$ cat config.mk
export PLATFORM = sky130hd
export DESIGN_NAME = phase_count_mode_select
export DESIGN_NICKNAME = d
export VERILOG_FILES = /design/src/mode_select_pkg.sv /design/src/sync2.sv /design/src/rail_slew.sv /design/src/phase_count_mode_select.sv
export SDC_FILE = /design/constraint.sdc
export NUM_CORES = 1
export LEC_CHECK = 0
export BUFFER_PORTS_ARGS = -buffer_cell sky130_fd_sc_hd__buf_2
export CORE_MARGIN = 4
export CORE_UTILIZATION = 40
export CTS_BUF_LIST = sky130_fd_sc_hd__clkbuf_4 sky130_fd_sc_hd__clkbuf_8
export DETAILED_ROUTE_END_ITERATION = 7
export HOLD_SLACK_MARGIN = 0.03
export PLACE_DENSITY_LB_ADDON = 0.08
export SYNTH_ARGS = -nofsm -noshare
export SYNTH_HDL_FRONTEND = slang
export SYNTH_SLANG_ARGS = --single-unit
$ cat constraint.sdc
create_clock -name pclk -period 31.6 [get_ports pclk]
set_input_delay 1.58 -clock pclk [delete_from_list [all_inputs] [get_ports pclk]]
set_output_delay 1.58 -clock pclk [all_outputs]
set_load 0.02 [all_outputs]
$ cat src/mode_select_pkg.sv
/*
  package for the phase count and conduction mode selection block:
  mode codes, slew table, timing constants and carrier structs.
  assumes nothing beyond a systemverilog package scope.
*/
package mode_select_pkg;

  // apb register offsets (byte addresses, one word each)
  localparam logic [7:0] ctrl_off = 8'h00;
  localparam logic [7:0] vcode_off = 8'h04;
  localparam logic [7:0] status_off = 8'h08;
  localparam logic [7:0] target_off = 8'h0c;
  localparam logic [7:0] balance_off = 8'h10;
  localparam logic [7:0] thresh_off = 8'h14;

  // control register fields
  localparam int ctrl_hint_a_bit = 0;
  localparam int ctrl_hint_b_bit = 1;
  localparam int ctrl_start_bit = 2;
  localparam logic [1:0] hint_reset = 2'h3;

  // voltage code width and reset value
  localparam int vcode_w = 8;
  localparam logic [7:0] vcode_reset = 8'h00;
  // one code step is 6.25 mV, expressed in microvolts
  localparam int step_uv = 6250;

  // slew rates in uV/us, indexed by the two slew strap bits
  localparam int slew_uv_per_us [4] = '{10000, 12500, 15000, 20000};

  // clock
  localparam int clk_mhz = 100;

  // body-diode conduction target
  localparam int diode_target_ns = 40;
  localparam int clk_period_ns = 10;
  localparam int diode_target_cyc = (diode_target_ns + clk_period_ns - 1)
                                    / clk_period_ns;

  // zero-cross threshold trim range
  localparam int thresh_w = 6;
  localparam logic [5:0] thresh_reset = 6'h20;

  // pulse-width trim range per phase (signed)
  localparam int trim_w = 6;

  // per-rail conduction summary
  typedef struct packed {
    logic enabled;      // rail output allowed to switch
    logic [3:0] phases; // one bit per active phase
    logic diode_mode;   // diode emulation instead of continuous
  } rail_mode_type;

  // strap pins, a high sense-tied bit means tied to the 5 V supply; slew_sel picks the rate
  typedef struct packed {
    logic [3:0] main_sense_tied;
    logic [1:0] aux_sense_tied;
    logic [1:0] slew_sel;
  } strap_type;

endpackage : mode_select_pkg

$ cat src/sync2.sv
/*
  two flip-flop synchroniser for a bus of level inputs.
  assumes the inputs change slowly with respect to pclk.
*/
`timescale 1ns/1ps
module sync2 #(
  parameter int width = 1
) (
  input wire logic pclk,
  input wire logic presetn,
  input wire logic [width-1:0] async_in,
  output logic [width-1:0] sync_out
);

  typedef struct packed {
    logic [width-1:0] first;
    logic [width-1:0] second;
  } state_type;

  state_type state_reg;
  state_type state_next;

  // the first stage feeds only the second stage
  always_comb begin
    state_next = state_reg;
    state_next.first = async_in;
    state_next.second = state_reg.first;
  end

  always_ff @(posedge pclk or negedge presetn) begin
    if (!presetn) begin
      state_reg <= '0;
    end else begin
      state_reg <= state_next;
    end
  end

  assign sync_out = state_reg.second;

endmodule : sync2

$ cat src/rail_slew.sv
/*
  target voltage ramp for one rail: steps the target code toward the
  commanded code on each slew enable pulse when rising, and jumps down
  at once when falling so the load sets the fall rate.
  assumes the slew enable pulse comes from a divider in the parent.
*/
`timescale 1ns/1ps
module rail_slew
  import mode_select_pkg::*;
#(
  parameter int code_w = vcode_w
) (
  input wire logic pclk,
  input wire logic presetn,
  input wire logic slew_tick,
  input wire logic [code_w-1:0] commanded_code,
  output logic [code_w-1:0] target_code,
  output logic ramping
);

  typedef struct packed {
    logic [code_w-1:0] target;
  } state_type;

  state_type state_reg;
  state_type state_next;

  // upward moves step one code per tick; downward moves do not drive
  // the output down, the target simply drops and the load discharges
  always_comb begin
    state_next = state_reg;
    if (commanded_code < state_reg.target) begin
      state_next.target = commanded_code;
    end else if (slew_tick && commanded_code > state_reg.target) begin
      state_next.target = state_reg.target + code_w'(1);
    end
  end

  always_ff @(posedge pclk or negedge presetn) begin
    if (!presetn) begin
      state_reg <= '0;
    end else begin
      state_reg <= state_next;
    end
  end

  assign target_code = state_reg.target;
  assign ramping = commanded_code > state_reg.target;

endmodule : rail_slew

$ cat src/phase_count_mode_select.sv
/*
  phase count and conduction mode selection for a two-rail multiphase
  buck controller, with slew control, phase balancing and zero-cross
  threshold trimming, reached over apb.
  assumes strap and comparator inputs are asynchronous pins, the apb
  master keeps to the apb protocol, and pclk runs at 100 mhz.
*/
// Design decisions made here: register access over APB and the placing of the registers.
// Notes on behaviour
// - sense pin tied high disables its phase
// - four-phase main: 11 four, 01 two, 00 diode
// - three-phase main, hints 11: three phases continuous
// - three-phase main, hint a low: drop phase three
// - three-phase main, both low: single diode emulation
// - two-phase main: 11 two, 01 one continuous
// - two-phase main, both low: single diode emulation
// - single-phase main: diode only when both low
// - first main sense tied high disables main rail
// - two-phase aux: 11 two, 01 one, 00 diode
// - single-phase aux: diode only when both low
// - first aux sense tied high disables aux rail
// - both rails ramp up at programmed slew rate
// - downward change not actively driven down
// - trim pulse widths until phase senses equal
// - main rail diode mode turns low side off at zero
// - step zero-cross threshold toward 40 ns diode time
// - slew rate latched at start, shared, fixed
`timescale 1ns/1ps
module phase_count_mode_select
  import mode_select_pkg::*;
(
  input wire logic pclk,
  input wire logic presetn,
  input wire logic psel,
  input wire logic penable,
  input wire logic pwrite,
  input wire logic [7:0] paddr,
  input wire logic [31:0] pwdata,
  output logic [31:0] prdata,
  output logic pready,
  output logic pslverr,
  input wire mode_select_pkg::strap_type strap_pins,
  input wire logic [3:0] phase_above_avg,
  input wire logic low_side_zero,
  input wire logic diode_seen,
  output mode_select_pkg::rail_mode_type main_mode,
  output mode_select_pkg::rail_mode_type aux_mode,
  output logic [vcode_w-1:0] main_target,
  output logic [vcode_w-1:0] aux_target,
  output logic low_side_off,
  output logic [thresh_w-1:0] zero_thresh,
  output logic [4*trim_w-1:0] phase_trim
);

  import mode_select_pkg::*;

  localparam int strap_w = $bits(strap_type);
  localparam int slew_div_w = 16;

  // slew step period in cycles: one code step at the chosen rate
  function automatic logic [slew_div_w-1:0] slew_period(
    input logic [1:0] sel
  );
    int cyc;
    cyc = (step_uv * clk_mhz) / slew_uv_per_us[sel];
    if (cyc < 1) begin
      cyc = 1;
    end
    return slew_div_w'(cyc);
  endfunction : slew_period

  typedef enum logic [2:0] {
    st_idle = 3'b001,
    st_latch = 3'b010,
    st_run = 3'b100
  } phase_state_type;

  typedef struct packed {
    phase_state_type fsm;
    strap_type straps;
    logic [1:0] hint;
    logic [vcode_w-1:0] vcode;
    logic [slew_div_w-1:0] slew_cnt;
    logic slew_tick;
    logic [3:0] diode_cnt;
    logic ls_on;
    logic [thresh_w-1:0] thresh;
    logic [4*trim_w-1:0] trim;
    rail_mode_type main_m;
    rail_mode_type aux_m;
    logic [31:0] rdata;
  } state_type;

  state_type state_reg;
  state_type state_next;

  strap_type strap_sync;
  logic [3:0] above_sync;
  logic zero_sync;
  logic diode_sync;
  logic [vcode_w-1:0] main_tgt;
  logic [vcode_w-1:0] aux_tgt;
  logic main_ramp;
  logic aux_ramp;
  logic [1:0] eff_hint;
  rail_mode_type main_calc;
  rail_mode_type aux_calc;
  logic wr_en;
  logic rd_en;

  // all pins cross into pclk before use
  sync2 #(.width(strap_w + 6)) pin_sync (
    .pclk(pclk),
    .presetn(presetn),
    .async_in({strap_pins, phase_above_avg, low_side_zero, diode_seen}),
    .sync_out({strap_sync, above_sync, zero_sync, diode_sync})
  );

  rail_slew #(.code_w(vcode_w)) main_slew (
    .pclk(pclk),
    .presetn(presetn),
    .slew_tick(state_reg.slew_tick),
    .commanded_code(state_reg.vcode),
    .target_code(main_tgt),
    .ramping(main_ramp)
  );

  // same tick and code: both rails move identically
  rail_slew #(.code_w(vcode_w)) aux_slew (
    .pclk(pclk),
    .presetn(presetn),
    .slew_tick(state_reg.slew_tick),
    .commanded_code(state_reg.vcode),
    .target_code(aux_tgt),
    .ramping(aux_ramp)
  );

  // undefined 10 (hint a high, hint b low) behaves like 11
  assign eff_hint = (state_reg.hint == 2'h1) ? 2'h3 : state_reg.hint;

  // main rail mode table; hint[0] is hint a, hint[1] is hint b
  always_comb begin
    logic [3:0] cfg;
    cfg = ~state_reg.straps.main_sense_tied;
    main_calc = '0;
    main_calc.enabled = cfg[0];
    if (eff_hint == 2'h3) begin
      // full configured set; a tied phase drops out of the count
      if (cfg[1] && cfg[2] && cfg[3]) begin
        main_calc.phases = 4'hf;
      end else if (cfg[1] && cfg[2]) begin
        main_calc.phases = 4'h7;
      end else if (cfg[1]) begin
        main_calc.phases = 4'h3;
      end else begin
        main_calc.phases = 4'h1;
      end
    end else if (eff_hint == 2'h2) begin
      // hint a low: two phases wherever the third phase sense pin is not tied high
      main_calc.phases = cfg[2] ? 4'h3 : 4'h1;
    end else begin
      main_calc.phases = 4'h1;
      main_calc.diode_mode = 1'b1;
    end
    if (!main_calc.enabled) begin
      main_calc.phases = 4'h0;
      main_calc.diode_mode = 1'b0;
    end
  end

  // aux rail mode table
  always_comb begin
    logic [1:0] acfg;
    acfg = ~state_reg.straps.aux_sense_tied;
    aux_calc = '0;
    aux_calc.enabled = acfg[0];
    if (eff_hint == 2'h3 && acfg[1]) begin
      aux_calc.phases = 4'h3;
    end else begin
      aux_calc.phases = 4'h1;
    end
    aux_calc.diode_mode = (eff_hint == 2'h0);
    if (!aux_calc.enabled) begin
      aux_calc.phases = 4'h0;
      aux_calc.diode_mode = 1'b0;
    end
  end

  // apb decode: zero wait states
  assign wr_en = psel && penable && pwrite;
  assign rd_en = psel && !penable && !pwrite;
  assign pready = 1'b1;
  assign pslverr = psel && penable && !(paddr == ctrl_off ||
                   paddr == vcode_off || paddr == status_off ||
                   paddr == target_off || paddr == balance_off ||
                   paddr == thresh_off);

  always_comb begin
    logic [trim_w-1:0] t;
    t = '0;
    state_next = state_reg;
    state_next.slew_tick = 1'b0;
    state_next.main_m = main_calc;
    state_next.aux_m = aux_calc;

    // start-up: straps and slew are captured once, then held
    case (state_reg.fsm)
      st_idle: begin
        if (wr_en && paddr == ctrl_off && pwdata[ctrl_start_bit]) begin
          state_next.fsm = st_latch;
        end
      end
      st_latch: begin
        state_next.straps = strap_sync;
        state_next.fsm = st_run;
      end
      st_run: begin
        state_next.fsm = st_run;
      end
      default: begin
        state_next.fsm = st_idle;
      end
    endcase

    // hint bits come with each accepted command and re-select modes
    if (wr_en && paddr == ctrl_off) begin
      state_next.hint = {pwdata[ctrl_hint_b_bit],
                         pwdata[ctrl_hint_a_bit]};
    end
    if (wr_en && paddr == vcode_off) begin
      state_next.vcode = pwdata[vcode_w-1:0];
    end

    // slew divider runs only once the rate is latched
    if (state_reg.fsm == st_run) begin
      if (state_reg.slew_cnt >=
          slew_period(state_reg.straps.slew_sel) - slew_div_w'(1)) begin
        state_next.slew_cnt = '0;
        state_next.slew_tick = 1'b1;
      end else begin
        state_next.slew_cnt = state_reg.slew_cnt + slew_div_w'(1);
      end
    end

    // balance: shorten phases above average, lengthen the others
    for (int i = 0; i < 4; i++) begin
      t = state_reg.trim[i*trim_w +: trim_w];
      if (state_reg.slew_tick && state_reg.main_m.phases[i]) begin
        if (above_sync[i] && t != {1'b1, {(trim_w-1){1'b0}}}) begin
          t = t - trim_w'(1);
        end else if (!above_sync[i] && t != {1'b0, {(trim_w-1){1'b1}}})
        begin
          t = t + trim_w'(1);
        end
      end
      state_next.trim[i*trim_w +: trim_w] = t;
    end

    // low side follows zero-cross only in diode emulation
    state_next.ls_on = !(state_reg.main_m.diode_mode && zero_sync);

    // measure diode time after low-side turn-off and trim threshold;
    // the low side may already be back on, so the diode pin alone
    // bounds the episode
    if (diode_sync) begin
      if (state_reg.diode_cnt != 4'hf) begin
        state_next.diode_cnt = state_reg.diode_cnt + 4'h1;
      end
    end else if (state_reg.diode_cnt != 4'h0) begin
      // diode episode over: longer than target, trip earlier
      if (state_reg.diode_cnt > 4'(diode_target_cyc) &&
          state_reg.thresh != '0) begin
        state_next.thresh = state_reg.thresh - thresh_w'(1);
      end else if (state_reg.diode_cnt < 4'(diode_target_cyc) &&
                   state_reg.thresh != '1) begin
        state_next.thresh = state_reg.thresh + thresh_w'(1);
      end
      state_next.diode_cnt = 4'h0;
    end

    // read data registered in the setup cycle
    if (rd_en) begin
      state_next.rdata = '0;
      case (paddr)
        ctrl_off: state_next.rdata[1:0] = state_reg.hint;
        vcode_off: state_next.rdata[vcode_w-1:0] = state_reg.vcode;
        status_off: state_next.rdata = {13'h0, aux_ramp, main_ramp,
                                        2'h0, state_reg.fsm,
                                        state_reg.aux_m,
                                        state_reg.main_m};
        target_off: state_next.rdata = {16'h0, aux_tgt, main_tgt};
        balance_off: state_next.rdata[4*trim_w-1:0] = state_reg.trim;
        thresh_off: state_next.rdata[thresh_w-1:0] = state_reg.thresh;
        default: state_next.rdata = '0;
      endcase
    end
  end

  always_ff @(posedge pclk or negedge presetn) begin
    if (!presetn) begin
      state_reg <= '0;
      state_reg.fsm <= st_idle;
      state_reg.hint <= hint_reset;
      state_reg.vcode <= vcode_reset;
      state_reg.thresh <= thresh_reset;
      state_reg.ls_on <= 1'b1;
    end else begin
      state_reg <= state_next;
    end
  end

  assign prdata = state_reg.rdata;
  assign main_mode = state_reg.main_m;
  assign aux_mode = state_reg.aux_m;
  assign main_target = main_tgt;
  assign aux_target = aux_tgt;
  assign low_side_off = !state_reg.ls_on;
  assign zero_thresh = state_reg.thresh;
  assign phase_trim = state_reg.trim;

endmodule : phase_count_mode_select

==> flow_results.xml <==
<?xml version="1.0" encoding="UTF-8"?>
<metrics>
  <group name="outcome">
    <metric name="result_of_the_run" unit="">completed</metric>
  </group>
  <group name="timing">
    <metric name="timing.setup.tns" unit="ns">0</metric>
    <metric name="post-route-period-util" unit="">0.6467</metric>
    <metric name="setup_violations" unit="">0</metric>
    <metric name="max-slew-margin-rel" unit="">0.2270</metric>
    <metric name="rsz0062_at_grt" unit="">false</metric>
    <metric name="period_minus_slack" unit="ns">20.44</metric>
    <metric name="drv_slew" unit="">0</metric>
    <metric name="worst_slew_pin_slew" unit="ns">1.159</metric>
    <metric name="timing.final.hold_violations" unit="">0</metric>
    <metric name="timing.clock.skew" unit="ns">0.01371</metric>
    <metric name="achievable-frequency" unit="GHz">0.04893</metric>
  </group>
  <group name="setup_path">
    <metric name="path_delay_family" unit="">compound AO/OA/AOI/OAI gates</metric>
    <metric name="critPathMaxStageDelay" unit="ns">0.75</metric>
    <metric name="crit_top_cell" unit="">sky130_fd_sc_hd__ha_1</metric>
    <metric name="cp.required" unit="ns">32.00</metric>
    <metric name="critPathArrivalTime" unit="ns">20.84</metric>
    <metric name="critical_path.slowest_cell" unit="">sky130_fd_sc_hd__o2bb2ai_1</metric>
    <metric name="timing.critical_path.from_type" unit="">flop</metric>
    <metric name="path_buf_inv" unit="">5</metric>
    <metric name="crit_fanout" unit="">45</metric>
    <metric name="critPathKind" unit="">reg2reg</metric>
    <metric name="critical_path.endpoint_type" unit="">flop</metric>
  </group>
  <group name="clock_network">
    <metric name="clkLatencyLatePin" unit="ns">0.49</metric>
    <metric name="clk_pin_slew" unit="ns">0.08</metric>
    <metric name="ctsHoldBuffers" unit="">0</metric>
    <metric name="ctsResizeCount" unit="">0</metric>
    <metric name="cts.sinks" unit="">149</metric>
    <metric name="cts-root-to-sink-buffers" unit="">2</metric>
    <metric name="clock_buffer_count_from_cts" unit="">17</metric>
    <metric name="cts_root_buf" unit="">sky130_fd_sc_hd__clkbuf_8</metric>
    <metric name="post-cts-setup-buffer-count" unit="">0</metric>
    <metric name="htree_num_levels" unit="">4</metric>
    <metric name="tritoncts" unit="">yes</metric>
  </group>
  <group name="floorplan">
    <metric name="placement_rows" unit="">70</metric>
    <metric name="fp.dieArea" unit="µm²">40110</metric>
    <metric name="start_util" unit="">0.4049</metric>
    <metric name="floorplan.die.height" unit="µm">200.3</metric>
    <metric name="ioPinCount" unit="">152</metric>
    <metric name="fp.coreArea" unit="µm²">36520</metric>
    <metric name="die_x" unit="µm">200.3</metric>
  </group>
  <group name="pwr">
    <metric name="power.share.sequential" unit="">0.447</metric>
    <metric name="power_switching" unit="µW">175.0</metric>
    <metric name="leakage" unit="µW">0.006959</metric>
    <metric name="combinationalPowerShare" unit="">0.239</metric>
    <metric name="p_int" unit="µW">335.1</metric>
    <metric name="pwr_density_cell" unit="nW/µm²">32.68</metric>
    <metric name="power_frac_clock" unit="">0.314</metric>
    <metric name="switching_share" unit="">0.3431</metric>
    <metric name="vdd_ir_drop_max" unit="mV">0.03196</metric>
  </group>
  <group name="detailed_routing">
    <metric name="detail_route.first_pass.iterations" unit="">7</metric>
    <metric name="drc" unit="">0</metric>
    <metric name="routed_via_density" unit="">6.104</metric>
    <metric name="detail_route.wirelength" unit="mm">49.82</metric>
    <metric name="dr.first_iter.drc_count" unit="">1342</metric>
    <metric name="antenna_violation_net_count_after_detailed_routing" unit="">0</metric>
    <metric name="wire_per_inst" unit="µm">21.87</metric>
    <metric name="vias" unit="">13910</metric>
  </group>
  <group name="synth">
    <metric name="synth_top_family_by_area" unit="">compound AO/OA/AOI/OAI gates</metric>
    <metric name="synth_async_sr_flop_share" unit="">1.000</metric>
    <metric name="ys_warn_count" unit="">0</metric>
    <metric name="yosys.cell_types.count" unit="">128</metric>
    <metric name="synth.yosys.seq_area_share" unit="">0.2525</metric>
    <metric name="post_synth_instance_area" unit="µm²">14790</metric>
    <metric name="register_bit_total_from_synthesis" unit="">149</metric>
    <metric name="synthXorXnorAreaFrac" unit="">0.04501</metric>
    <metric name="syn-instance-count" unit="">1789</metric>
    <metric name="post_synth_edffs" unit="">0</metric>
    <metric name="synthesis.area_per_instance" unit="µm²">8.267</metric>
    <metric name="yosys-mux-area-fraction" unit="">0.04805</metric>
    <metric name="synthAdderAreaFrac" unit="">0.08629</metric>
    <metric name="synth_largest_type_area_fraction" unit="">0.2437</metric>
    <metric name="synth_ff_type" unit="">sky130_fd_sc_hd__dfrtp_1</metric>
    <metric name="synth_area_leader_cell" unit="">sky130_fd_sc_hd__dfrtp_1</metric>
    <metric name="synth_area_leaders" unit="">sky130_fd_sc_hd__dfrtp_1 24%, sky130_fd_sc_hd__ha_1 8.0%, sky130_fd_sc_hd__buf_4 4.7%, sky130_fd_sc_hd__nand2_1 4.2%, sky130_fd_sc_hd__o21ai_0 3.9%</metric>
    <metric name="synth-simple-area-share" unit="">0.2212</metric>
    <metric name="compound_gate_fraction_of_synth_area" unit="">0.2634</metric>
  </group>
  <group name="run">
    <metric name="max_cap_viol_count" unit="">0</metric>
  </group>
  <group name="layout">
    <metric name="post_route_cells_drive_above_1_share" unit="">0.1735</metric>
    <metric name="num-nets-final" unit="">1955</metric>
    <metric name="antennaDiodeCount" unit="">0</metric>
    <metric name="area_growth" unit="%">5.533</metric>
    <metric name="instances_no_fill" unit="">2278</metric>
    <metric name="largest_register_ffs" unit="">43</metric>
  </group>
  <group name="place">
    <metric name="dp_hpwl" unit="mm">36.85</metric>
    <metric name="port_buffers" unit="">116</metric>
    <metric name="placed_cells_incl_taps" unit="">2246</metric>
    <metric name="globalplace.congestion" unit="">0.9508</metric>
  </group>
  <group name="worst_hold_path">
    <metric name="hold_class" unit="">reg2reg</metric>
  </group>
  <group name="global_routing">
    <metric name="grt_pass1_wl" unit="mm">78.09</metric>
    <metric name="gr-total-overflow" unit="">0</metric>
    <metric name="grt_max_degree" unit="">78</metric>
    <metric name="grt_util_overall" unit="">0.2414</metric>
    <metric name="grt_pass1_vias" unit="">13220</metric>
    <metric name="number_of_antenna_violations_at_the_first_check_in_global_routing" unit="">0</metric>
  </group>
</metrics>
cells in the final DEF (no fill, tap or decap), drive strengths merged, types with 20 or more instances in the layout:
cell      n
dfrtp   144
nor2    154
mux2     37
and3     34
buf     135
o211ai   21
xor2     24
mux2i    29
o21ai   133
a21oi   117
o21a     20
nor3     45
inv      72
a31oi    35
nand2   171
xnor2    52
a21o     34
nand3    58
ha       94
nand4    26
cell usage after synthesis (10+ instances only):
cell type and count:
sky130_fd_sc_hd__dfrtp_1 144, sky130_fd_sc_hd__nor2b_1 18, sky130_fd_sc_hd__xor2_1 24, sky130_fd_sc_hd__clkbuf_1 45, sky130_fd_sc_hd__o21a_1 18, sky130_fd_sc_hd__buf_2 14
sky130_fd_sc_hd__mux2i_1 29, sky130_fd_sc_hd__a31o_2 12, sky130_fd_sc_hd__nand4_1 25, sky130_fd_sc_hd__o31ai_1 16, sky130_fd_sc_hd__and2_1 13, sky130_fd_sc_hd__a31oi_1 33
sky130_fd_sc_hd__ha_1 94, sky130_fd_sc_hd__nor2_1 150, sky130_fd_sc_hd__nand3_1 53, sky130_fd_sc_hd__nor4_1 10, sky130_fd_sc_hd__mux2_2 36, sky130_fd_sc_hd__a221oi_1 13
sky130_fd_sc_hd__o21ai_0 116, sky130_fd_sc_hd__or3_1 10, sky130_fd_sc_hd__inv_1 68, sky130_fd_sc_hd__and3_1 32, sky130_fd_sc_hd__o211ai_1 17, sky130_fd_sc_hd__xnor2_1 52
sky130_fd_sc_hd__a21o_1 34, sky130_fd_sc_hd__a211oi_1 13, sky130_fd_sc_hd__nor3_1 41, sky130_fd_sc_hd__o21ai_1 14, sky130_fd_sc_hd__a21oi_1 111, sky130_fd_sc_hd__buf_4 93
sky130_fd_sc_hd__nand2b_1 17, sky130_fd_sc_hd__nand2_1 167
final cells by class:
type                            instances  area, µm²
Tap cell                              468      585.6
Clock inverter                         13      171.4
Inverter                               69      259.0
Clock buffer                           19      255.2
Multi-Input combinational cell       1425       9872
Sequential cell                       149       3735
Fill cell                            3743      20920
Timing Repair Buffer                  135      729.5
cells by family after synthesis:
family	count (synthesis)
buf+inv	225
other cells	2
flops	149
compound gates	550
fa+ha+maj	99
xor+xnor	76
mux	66
simple gates	622
path summary, 6_finish.rpt:
kind | start | endpoint | slack [ns] | cells past startpoint
max | state_reg[107] | state_reg[83] | 11.16 | 75
min | pin_sync.state_next[6] | pin_sync.sync_out[6] | 0.35 | 0
max reg2reg | state_reg[107] | state_reg[83] | 11.16 | 75
min reg2reg | pin_sync.state_next[6] | pin_sync.sync_out[6] | 0.35 | 0
max in group asynchronous | presetn | pin_sync.sync_out[6] | 29.10 | 2
min in group asynchronous | presetn | prdata[8] | 1.12 | 1
layer usage:
layer  global-route usage  wire (µm)
met1               0.3505      23090
met2               0.3703      22060
met3              0.04339       3613
met4              0.06711       1061
met5                    0          0
stage by stage:
| stage | setup slack [ns] | area (µm²) | power, µW | util | hold WS [ns] |
|---|---|---|---|---|---|
| 2_1_floorplan | 15.13 | 14830 | 321.5 | - | 0.3312 |
| 3_3_place_gp | 11.43 | 15180 | 351.3 | 0.4157 | 0.3315 |
| 3_5_place_dp | 11.43 | 15180 | 353.4 | 0.4157 | 0.3347 |
| 4_1_cts | 11.38 | 15610 | 516.6 | 0.4273 | 0.3527 |
| 5_1_grt | 9.634 | 15610 | 544.0 | 0.4273 | 0.3601 |
| 6_report | 11.16 | 15610 | 510.1 | 0.4273 | 0.3504 |
power by group through the flow:
stage | Combinational, µW | Sequential (µW) | Clock [µW]
floorplan | 94.1 | 227 | 0
global placement | 120 | 231 | 0
detailed placement | 122 | 231 | 0
CTS | 123 | 228 | 166
global route | 140 | 230 | 174
finish | 122 | 228 | 160
(Power assumes the default switching activity.)
